**src/core/sfhp_map.vh**
```
`ifndef SFHP_MAP_VH
`define SFHP_MAP_VH

// ----------------------------------------
// Lane modes of the data path
// ----------------------------------------
`define SFHP_MODE_W        2
`define SFHP_MODE_SINGLE   2'h0
`define SFHP_MODE_QUAD_IN  2'h1
`define SFHP_MODE_QUAD_OUT 2'h2

// ----------------------------------------
// Sizes and reset values
// ----------------------------------------
`define SFHP_BYTE_W        8
`define SFHP_FIFO_DEPTH    8
`define SFHP_PHASE_RST     3'h0
// History resets to an idle low clock and a released pause pin, so no false edge follows reset.
`define SFHP_SYNC_RST      3'h1
`define SFHP_LAST_BIT      3'h7
`define SFHP_LAST_NIB      3'h1
`define SFHP_IDLE_BYTE     8'hff

`endif

```
**src/core/sfhp_fifo.v**
```verilog
module sfhp_fifo #(
	parameter WIDTH = 8,
	parameter DEPTH = 8,
	parameter AW    = 3
) (
	// Clock and reset
	input  wire             mclk,
	input  wire             rst_b,
	// Write side
	input  wire             wr_valid,
	output wire             wr_ready,
	input  wire [WIDTH-1:0] wr_data,
	// Read side
	output wire             rd_valid,
	input  wire             rd_ready,
	output wire [WIDTH-1:0] rd_data
);

	reg [WIDTH-1:0] mem_reg [0:DEPTH-1];
	reg [AW-1:0]    wp_reg;
	reg [AW-1:0]    rp_reg;
	reg [AW:0]      cnt_reg;
	wire            do_wr;
	wire            do_rd;

	assign wr_ready = (cnt_reg != DEPTH[AW:0]);
	assign rd_valid = (cnt_reg != {(AW+1){1'b0}});
	assign rd_data  = mem_reg[rp_reg];
	assign do_wr    = wr_valid & wr_ready;
	assign do_rd    = rd_valid & rd_ready;

	function [AW-1:0] bump;
		input [AW-1:0] p;
		begin
			bump = (p == DEPTH[AW-1:0] - 1'b1) ? {AW{1'b0}} : p + 1'b1;
		end
	endfunction

	always @(posedge mclk) begin
		if (do_wr) begin
			mem_reg[wp_reg] <= wr_data;
		end
	end

	always @(posedge mclk) begin
		if (!rst_b) begin
			wp_reg  <= {AW{1'b0}};
			rp_reg  <= {AW{1'b0}};
			cnt_reg <= {(AW+1){1'b0}};
		end else begin
			if (do_wr) begin
				wp_reg <= bump(wp_reg);
			end
			if (do_rd) begin
				rp_reg <= bump(rp_reg);
			end
			cnt_reg <= cnt_reg + {{AW{1'b0}}, do_wr} - {{AW{1'b0}}, do_rd};
		end
	end

endmodule

```
**src/core/sfhp_core.v**
```verilog
// Summary of operation
// - Pause freezes link state, resumes same point.
// - While paused, clock edges and input ignored.
// - While paused, serial output released.
// - Pause starts only selected, clock low.
// - Self-timed cycle continues through a pause.
// - Quad program samples four lanes rising.
// - Quad read drives four lanes, falling edges.
// - Deselected: outputs released, input ignored.
// - Sample on rising, shift on falling.
`include "sfhp_map.vh"

module sfhp_core #(
	parameter FIFO_DEPTH = `SFHP_FIFO_DEPTH,
	parameter FIFO_AW    = 3
) (
	// Clock and reset
	mclk,
	rst_b,
	// Serial link, sampled in mclk
	cs_b,
	sck,
	pause_b_in,
	data_line_0_in,
	data_line_1_in,
	data_line_2_in,
	// Lane drivers
	data_line_0_out,
	data_line_0_oe,
	data_line_1_out,
	data_line_1_oe,
	data_line_2_out,
	data_line_2_oe,
	data_line_3_out,
	data_line_3_oe,
	// Command side
	lane_mode,
	busy_in,
	// Received bytes
	rx_valid,
	rx_ready,
	rx_data,
	// Bytes to send
	tx_valid,
	tx_ready,
	tx_data,
	// Status
	paused,
	busy_out
);
	input  wire       mclk;
	input  wire       rst_b;
	input  wire       cs_b;
	input  wire       sck;
	input  wire       pause_b_in;
	input  wire       data_line_0_in;
	input  wire       data_line_1_in;
	input  wire       data_line_2_in;
	output reg        data_line_0_out;
	output reg        data_line_0_oe;
	output reg        data_line_1_out;
	output reg        data_line_1_oe;
	output reg        data_line_2_out;
	output reg        data_line_2_oe;
	output reg        data_line_3_out;
	output reg        data_line_3_oe;
	input  wire [1:0] lane_mode;
	input  wire       busy_in;
	output reg        rx_valid;
	input  wire       rx_ready;
	output reg  [7:0] rx_data;
	input  wire       tx_valid;
	output reg        tx_ready;
	input  wire [7:0] tx_data;
	output reg        paused;
	output reg        busy_out;

	// ----------------------------------------
	// Link state
	// ----------------------------------------
	reg [2:0] sck_hist_reg;
	reg [2:0] phase_reg;
	reg [2:0] ophase_reg;
	reg [7:0] got_reg;
	reg [7:0] shin_reg;
	reg [7:0] shout_reg;
	reg       have_out_reg;
	reg       pause_reg;
	reg       pause_next;
	wire      quad;
	wire      rise;
	wire      fall;
	wire      live;
	wire      last_in;
	wire      last_out;
	wire      rx_room;
	wire [7:0] in_byte;
	wire [7:0] shifted;
	wire       fifo_out_valid;
	wire [7:0] fifo_out_data;
	reg        push;

	assign quad = (lane_mode != `SFHP_MODE_SINGLE);
	assign rise = sck_hist_reg[1] & ~sck_hist_reg[2];
	assign fall = ~sck_hist_reg[1] & sck_hist_reg[2];
	assign live = ~cs_b & ~pause_reg;

	// A byte ends after two nibbles in quad lanes and after eight bits otherwise.
	function at_end;
		input [2:0] ph;
		input       nib;
		begin
			at_end = nib ? (ph == `SFHP_LAST_NIB) : (ph == `SFHP_LAST_BIT);
		end
	endfunction

	assign last_in  = at_end(phase_reg, lane_mode == `SFHP_MODE_QUAD_IN);
	assign last_out = at_end(ophase_reg, quad);
	assign shifted  = quad ? {shout_reg[3:0], 4'h0} : {shout_reg[6:0], 1'b0};
	assign rx_room  = ~rx_valid | rx_ready;
	assign in_byte = (lane_mode == `SFHP_MODE_QUAD_IN) ?
		{shin_reg[3:0], sck_hist_reg[0], data_line_2_in, data_line_1_in, data_line_0_in} :
		{shin_reg[6:0], data_line_0_in};

	// Pause may only enter while selected with clock low, and leaves when released.
	always @* begin
		pause_next = pause_reg;
		if (cs_b || quad || pause_b_in) begin
			pause_next = 1'b0;
		end else if (!sck_hist_reg[1]) begin
			pause_next = 1'b1;
		end
	end

	// ----------------------------------------
	// Shift engine
	// ----------------------------------------
	// In quad input the pause pin carries lane 3, so its sample rides the history
	// bit zero slot; this is safe because the pause is off in quad mode.
	always @(posedge mclk) begin
		if (!rst_b) begin
			sck_hist_reg <= `SFHP_SYNC_RST;
			phase_reg    <= `SFHP_PHASE_RST;
			ophase_reg   <= `SFHP_PHASE_RST;
			shin_reg     <= 8'h00;
			shout_reg    <= 8'h00;
			have_out_reg <= 1'b0;
			pause_reg    <= 1'b0;
			push         <= 1'b0;
			got_reg      <= 8'h00;
			tx_ready     <= 1'b0;
		end else begin
			sck_hist_reg <= {sck_hist_reg[1], sck, pause_b_in};
			pause_reg    <= pause_next;
			push         <= 1'b0;
			tx_ready     <= 1'b0;
			if (cs_b) begin
				phase_reg    <= `SFHP_PHASE_RST;
				ophase_reg   <= `SFHP_PHASE_RST;
				have_out_reg <= 1'b0;
			end else if (live) begin
				// Receive and send keep separate counters, since both run in single lane mode.
				if (rise && lane_mode != `SFHP_MODE_QUAD_OUT) begin
					shin_reg  <= in_byte;
					phase_reg <= last_in ? `SFHP_PHASE_RST : phase_reg + 3'h1;
					if (last_in) begin
						got_reg <= in_byte;
						push    <= 1'b1;
					end
				end
				// Loading on selection puts the first bit out before the first rising edge.
				if (lane_mode != `SFHP_MODE_QUAD_IN) begin
					if (!have_out_reg || (fall && last_out)) begin
						shout_reg    <= tx_valid ? tx_data : `SFHP_IDLE_BYTE;
						have_out_reg <= 1'b1;
						tx_ready     <= tx_valid;
						ophase_reg   <= `SFHP_PHASE_RST;
					end else if (fall) begin
						shout_reg  <= shifted;
						ophase_reg <= ophase_reg + 3'h1;
					end
				end
			end
		end
	end

	// ----------------------------------------
	// Receive buffer
	// ----------------------------------------
	// A full buffer drops the byte; the link has no way to stall the host clock.
	sfhp_fifo #(
		.WIDTH(`SFHP_BYTE_W),
		.DEPTH(FIFO_DEPTH),
		.AW   (FIFO_AW)
	) u_fifo (
		.mclk    (mclk),
		.rst_b   (rst_b),
		.wr_valid(push),
		.wr_ready(),
		.wr_data (got_reg),
		.rd_valid(fifo_out_valid),
		.rd_ready(rx_room),
		.rd_data (fifo_out_data)
	);

	// ----------------------------------------
	// Registered outputs
	// ----------------------------------------
	wire drive = ~cs_b & ~pause_reg & have_out_reg;

	always @(posedge mclk) begin
		if (!rst_b) begin
			data_line_0_out <= 1'b0;
			data_line_0_oe  <= 1'b0;
			data_line_1_out <= 1'b0;
			data_line_1_oe  <= 1'b0;
			data_line_2_out <= 1'b0;
			data_line_2_oe  <= 1'b0;
			data_line_3_out <= 1'b0;
			data_line_3_oe  <= 1'b0;
			rx_valid        <= 1'b0;
			rx_data         <= 8'h00;
			paused          <= 1'b0;
			busy_out        <= 1'b0;
		end else begin
			// The head byte stands in its own register until the consumer takes it.
			if (fifo_out_valid && rx_room) begin
				rx_valid <= 1'b1;
				rx_data  <= fifo_out_data;
			end else if (rx_ready) begin
				rx_valid <= 1'b0;
			end
			paused   <= pause_reg;
			busy_out <= busy_in;
			if (lane_mode == `SFHP_MODE_QUAD_OUT) begin
				data_line_3_out <= shout_reg[7];
				data_line_2_out <= shout_reg[6];
				data_line_1_out <= shout_reg[5];
				data_line_0_out <= shout_reg[4];
				data_line_3_oe  <= drive;
				data_line_2_oe  <= drive;
				data_line_1_oe  <= drive;
				data_line_0_oe  <= drive;
			end else begin
				data_line_1_out <= shout_reg[7];
				data_line_1_oe  <= drive & ~quad;
				data_line_0_oe  <= 1'b0;
				data_line_2_oe  <= 1'b0;
				data_line_3_oe  <= 1'b0;
			end
		end
	end

endmodule

```
**config.mk**
```make
export PLATFORM = sky130hd
export DESIGN_NAME = sfhp_core
export DESIGN_NICKNAME = d
export VERILOG_FILES = /design/src/core/sfhp_fifo.v /design/src/core/sfhp_core.v
export VERILOG_INCLUDE_DIRS = /design/src /design/src/core
export SDC_FILE = /design/constraint.sdc
export NUM_CORES = 1
export LEC_CHECK = 0
export BUFFER_PORTS_ARGS = -buffer_cell sky130_fd_sc_hd__buf_2
export CAP_MARGIN = 0
export CORE_MARGIN = 2
export CORE_UTILIZATION = 59
export DETAILED_ROUTE_END_ITERATION = 10
export PLACE_DENSITY = 0.79
export SLEW_MARGIN = 20
export SYNTH_ARGS = -nofsm -noshare
export SYNTH_HDL_FRONTEND = slang
export SYNTH_SLANG_ARGS = --single-unit
```
**constraint.sdc**
```tcl
create_clock -name mclk -period 3.15 [get_ports mclk]
set_clock_uncertainty 0.1 [all_clocks]
set_input_delay 0.1575 -clock mclk [delete_from_list [all_inputs] [get_ports mclk]]
set_output_delay 0.1575 -clock mclk [all_outputs]
set_load 0.02 [all_outputs]
```
Word-level counts from Yosys, hierarchy flattened

Memories as Yosys holds them, arrays and structs flattened. A register that Yosys moved wholly into a read port is not among the register bits.
Cells that the tools add are included.

Bits in registers: 55
Memories kept: 1
Output and inout bits: 20
Bits in writable memories: 64

Multiplexer cells: 19
Reduce and logical (&&, ||, !) cells: 23
Bitwise operators: 19
Eq/ne operators: 11
$add $sub $neg: 6

Memory list:

| name           | depth | width | rd ports | clocked after memory_dff | write ports | RTL line       | source |
|---|---|---|---|---|---|---|---|
| u_fifo.mem_reg | 8     | 8     | 1        | 1                        | 1           | sfhp_fifo.v:19 | `reg [WIDTH-1:0] mem_reg [0:DEPTH-1];` |

Operator list:

| cell                                                                  | number |
|---|---|
| 8-bit 2-to-1 mux                                                      | 5 |
| 3-bit 2-to-1 mux                                                      | 5 |
| 3-bit by 1-bit adder with 3-bit output, second input constant         | 4 |
| 3-bit equality test, second input constant                            | 4 |
| 1-bit inverter                                                        | 11 |
| 1-bit 2-to-1 mux                                                      | 9 |
| 3-bit AND reduction                                                   | 3 |
| 4-bit AND reduction                                                   | 2 |
| 1-bit bitwise AND                                                     | 7 |
| 3-bit by 1-bit equality test with 1-bit output, second input constant | 2 |
| 2-bit nonzero test                                                    | 3 |
| 5-bit OR reduction                                                    | 1 |
| 4-bit by 1-bit adder with 4-bit output                                | 1 |
| 4-bit != test, second input constant                                  | 1 |
| 2-bit AND reduction                                                   | 2 |
| 4-bit nonzero test                                                    | 1 |
| 2-bit OR reduction                                                    | 2 |
| 4-bit OR reduction                                                    | 1 |
| 4-bit by 1-bit subtractor with 4-bit output                           | 1 |
| 1-bit logical AND                                                     | 3 |
| 1-bit logical OR                                                      | 3 |
| 2-bit by 1-bit equality test with 1-bit output, second input constant | 1 |
| 2-bit equality test, second input constant                            | 1 |
| 1-bit logical NOT                                                     | 2 |
| 3 further kinds                                                       | 3 |

Longest topological paths before layout

Depth after elaboration: 6
Gate-level depth with buffers: 13

Modules after synthesis

Synthesis repeated with hierarchy kept, for this count alone.

Cell total of the unflattened synthesis: 408
Area total of the unflattened synthesis: 5,412.7 sq um

Modules (own cells, without submodules):

| module    | seq. area each (sq um) | cells an instance | area each (sq um) | instances |
|---|---|---|---|---|
| sfhp_fifo | 2,182.1                | 170               | 3,170.5           | 1 |
| sfhp_core | 1,061.0                | 238               | 2,242.2           | 1 |

Worst setup path after synthesis

No wires, ideal clock.

Path type: register -> register
Start point: register rx_valid
End point: register u_fifo.cnt_reg[2]
Period minus slack after synthesis: 2.548 ns
Arrival time: 2.333 ns
Setup time: 0.115 ns
Path buffers: 1
Data required time: 2.935 ns
Slack: 0.602 ns
Stages on the path, launching flop included: 12
Cells stage by stage: dfxtp_1 -> nor2b_1 -> nand2b_1 -> clkinv_1 -> clkbuf_1 -> ha_1 -> inv_1 -> ha_1 -> inv_1 -> fa_1 -> xnor2_1 -> and2_1

Cells in the longest elaborated chain, start to end: 4

Ends and longest elaborated chain:

| what                                        | RTL line        | source |
|---|---|---|
| start, declared                             | sfhp_core.v:69  | `output reg rx_valid;` |
| start signal, assigned                      | sfhp_core.v:221 | `rx_valid <= 1'b0;` |
| start signal, assigned                      | sfhp_core.v:228 | `rx_valid <= 1'b1;` |
| start signal, assigned                      | sfhp_core.v:231 | `rx_valid <= 1'b0;` |
| 1-bit inverter                              | sfhp_core.v:120 | `assign rx_room = ~rx_valid \| rx_ready;` |
| 1-bit OR                                    | sfhp_core.v:120 |  |
| 1-bit bitwise AND                           | sfhp_fifo.v:30  | `assign do_rd = rd_valid & rd_ready;` |
| net u_fifo.do_rd                            | sfhp_fifo.v:24  | `wire do_rd;` |
| 4-bit by 1-bit subtractor with 4-bit output | sfhp_fifo.v:57  | `cnt_reg <= cnt_reg + {{AW{1'b0}}, do_wr} - {{AW{1'b0}}, do_rd};` |
| end signal, assigned                        | sfhp_fifo.v:49  | `cnt_reg <= {(AW+1){1'b0}};` |
| end signal, assigned                        | sfhp_fifo.v:57  |  |
| end, declared                               | sfhp_fifo.v:22  | `reg [AW:0] cnt_reg;` |

The timed path passes the listed nets, and every way through them passes these cells.
A chain may end at the register's enable or synchronous reset.

Worst setup path after layout

Start point: input port lane_mode[0]
End point: register shout_reg[6]

Cells in the longest elaborated chain, start to end: 6
Elaborated cells between the ends (all ways): 10

Ends and longest elaborated chain:

| what                                 | RTL line        | source |
|---|---|---|
| start, declared                      | sfhp_core.v:67  | `input wire [1:0] lane_mode;` |
| 2-bit nonzero test (no source line)  | n/a             |  |
| 1-bit 2-to-1 mux                     | sfhp_core.v:113 | `` at_end = nib ? (ph == `SFHP_LAST_NIB) : (ph == `SFHP_LAST_BIT); `` |
| 1-bit logical AND                    | sfhp_core.v:173 | `if (!have_out_reg \|\| (fall && last_out)) begin` |
| 1-bit logical OR                     | sfhp_core.v:173 |  |
| 2-bit nonzero test (no source line)  | n/a             |  |
| 4-bit AND reduction (no source line) | n/a             |  |
| end signal, assigned                 | sfhp_core.v:174 | `` shout_reg <= tx_valid ? tx_data : `SFHP_IDLE_BYTE; `` |
| end signal, assigned                 | sfhp_core.v:179 | `shout_reg <= shifted;` |
| end, declared                        | sfhp_core.v:86  | `reg [7:0] shout_reg;` |

Parallel ways exist; a longest one is shown, timed or not. The select of a mux whose other input is x is not followed.

==> flow_summary_export.csv <==
group,metric,value,unit
routing,drtIter0Drc,150,
clocking,cts.clk_slew.worst_paths,0.06,ns
floorplanning,core.rowCount,34,
finish,area_growth,21.9,%
timing,finalHoldViolCount,0,
finish,fin_util,0.738,
clocking,clock_sinks,127,
logic_synthesis,synth_top_area_share,0.366,
timing,rsz0062_at_grt,"no",
power_and_ir_drop,total_power,4780,µW
logic_synthesis,synth-edff-count,64,
timing,setup_violations,0,
power_and_ir_drop,ir_drop,0.000486,V
grt,antenna_found_initial,0,
run_status,outcome,"completed",
finish,fillers,546,
timing,tightestPinTransition,0.898,ns
clocking,cts_setup_buffers,0,
timing,finalCritPeriodShare,0.741,
clocking,clockBufferDepth,2,
logic_synthesis,synth.yosys.seq_area_share,0.606,
placement,place.gp.congestion,0.826,
finish,register_area,3180,µm²
clocking,clk_latency,0.52,ns
min_path,hold_start,"rst_b",
finish,largest_register_ffs,64,
logic_synthesis,netlist_area,5260,µm²
timing,max_clock_freq,429,MHz
setup_path,r2r-start,"u_fifo.cnt_reg[2]",
routing,drtAntennaViolNets,0,
setup_path,r2r-end,"u_fifo.cnt_reg[2]",
finish,fin_area,6400,µm²
job,max_cap_violations,0,
setup_path,cp_max_fo,11,
finish,multi_input_area,1910,µm²
timing,tns,0,ns
min_path,hold_path_end,"sck_hist_reg[0]",
clocking,cts_root_buffer,"clkbuf_8",
routing,drcViolationCount,0,
grt,grt_max_degree,47,
placement,dp_hpwl,5.82,mm
clocking,htree_levels,4,
floorplanning,ios,41,
logic_synthesis,yosysTopAreaCell,"edfxtp_1",
clocking,cts_buffers,17,
grt,grt_overflow_total,0,
min_path,hold_depth,3,
routing,routed-via-count,3374,
floorplanning,start_util,0.606,
logic_synthesis,ys_top_cells_by_area,"edfxtp_1 (37%), dfxtp_1 (24%), mux4_2 (6.9%)",
power_and_ir_drop,p_per_area,746,nW/µm²
grt,track_usage,0.229,
floorplanning,die_area,9680,µm²
logic_synthesis,async_flop_share,0,
setup_path,crit_path_start_kind,"input port",
placement,placed_area,5530,µm²
floorplanning,coreArea,8680,µm²
logic_synthesis,synth_fp_nets,432,
clocking,post_cts_resized,0,
setup_path,critPathRequiredTime,3.51,ns
clocking,ctsHoldBuffers,25,
logic_synthesis,synth_ff_type,"edfxtp_1",
routing,firstDrtPassIters,4,
logic_synthesis,syn_avg_cell_area,13.2,µm²
timing,relSlewSlack,0.400,
placement,dpl.cell_count,532,
placement,io_buffers,40,
setup_path,end_kind,"flop",
logic_synthesis,ys_ff_latch,127,
timing,min_period,2.33,ns
routing,routed_via_density,5.73,
logic_synthesis,yosys_warnings,0,
setup_path,path_class,"in -> reg",
logic_synthesis,synth_cell_types,51,
grt,grt_pass1_wl,17.1,mm
power_and_ir_drop,leakage,0.00235,µW
setup_path,reg2reg_slack,0.83,ns
timing,slew_violations,0,
finish,instances_no_fill,589,
routing,routedWlPerCell,17.3,µm
setup_path,reg2reg_depth,12,
floorplanning,die_height,98.4,µm
logic_synthesis,synthCells,398,
floorplanning,die_x,98.4,µm
routing,wl,10.2,mm
min_path,min-delay-path-class,"in -> reg",
setup_path,crit_arrival,2.69,ns
finish,drive_gt1_frac,0.222,
grt,grt_pass1_vias,3451,
finish,num_antenna_cells,0,
clocking,cts_tree,"built",
finish,fin_nets,502,
-- synthesized netlist by cell type, types with 8 or more instances --
cell / n
nand3b_1: 11
o21ai_0: 12
nand2b_1: 11
o211a_1: 13
inv_1: 8
clkbuf_1: 11
a21boi_0: 9
and2_1: 10
mux2i_1: 18
mux4_2: 16
ha_1: 12
nand2_1: 47
nor2_1: 12
edfxtp_1: 64
a21oi_1: 11
dfxtp_1: 63
-- worst max-delay path by stage --
stage | end | from | depth (start not counted)
after floorplan | u_fifo.cnt_reg[2] | rx_valid | 11
after global placement | u_fifo.cnt_reg[2] | u_fifo.cnt_reg[2] | 12
after detailed placement | u_fifo.cnt_reg[2] | u_fifo.cnt_reg[2] | 12
after CTS | u_fifo.cnt_reg[2] | u_fifo.cnt_reg[2] | 12
after global routing | u_fifo.cnt_reg[2] | u_fifo.cnt_reg[2] | 12
final | shout_reg[6] | lane_mode[0] | 7
-- report_power, final --
group | switching [µW] | total (µW) | internal, µW
clock | 741 | 2040 | 1300
sequential | 103 | 1930 | 1830
combinational | 427 | 808 | 380
-- layout make-up --
| type | count | area share |
|---|---|---|
| Timing Repair Buffer | 74 | 0.0809 |
| Tap cell | 108 | 0.0211 |
| Sequential cell | 127 | 0.497 |
| Multi-Input combinational cell | 238 | 0.298 |
| Inverter | 10 | 0.00586 |
| Clock inverter | 15 | 0.0326 |
| Clock buffer | 17 | 0.0647 |
-- worst max-delay path, cell delays in order --
cell and delay (ns):
dlygate4sd3_1 0.53, buf_2 0.26, nor2b_2 0.61, a211oi_2 0.13
and2b_1 0.26, nor2b_1 0.52, a32o_1 0.22
-- metal layers --
layer	part of all wire	vias up	global-route usage
li1	-	1608	-
met1	0.41	1644	0.283
met2	0.52	106	0.371
met3	0.051	16	0.0766
met4	0.017	0	0.0991
met5	0	-	0
-- per-stage QoR --
| step | hold WS (ns) | worst slack [ns] |
|---|---|---|
| floorplan | 0.134 | 0.602 |
| global placement | 0.262 | 0.919 |
| detailed placement | 0.272 | 0.826 |
| CTS | 0.0523 | 0.812 |
| finish | 0.0711 | 0.817 |
| global route | 0.0797 | 0.636 |
-- kinds of logic after synthesis --
logic type | share of synthesized area
xor+xnor | 0.00667
fa+ha+maj | 0.0324
compound gates | 0.0900
mux | 0.107
simple gates | 0.127
flops | 0.606
buf+inv | 0.0314
-- cell usage in the layout, fill, tap and decap left out, types with 2 or more instances in the layout --
master,count
a32o_1,7
nor3_1,6
nand2b_1,11
dlygate4sd3_1,25
inv_1,8
a21oi_1,11
clkinv_4,3
nor2_1,12
dfxtp_1,63
nand3_1,6
xnor2_1,2
nor2b_1,5
o21a_1,2
a21boi_0,9
clkbuf_16,16
bufinv_16,4
buf_4,9
o21ai_0,12
mux2i_1,18
xor2_1,2
o211a_1,13
o21ai_1,2
edfxtp_1,64
o211ai_1,3
buf_2,40
nand3b_1,11
ha_1,12
and2_1,10
nand2_1,47
mux4_2,16
inv_6,4
or3_1,2
clkinvlp_4,3
No activity file was read; power rests on OpenSTA's default activity.
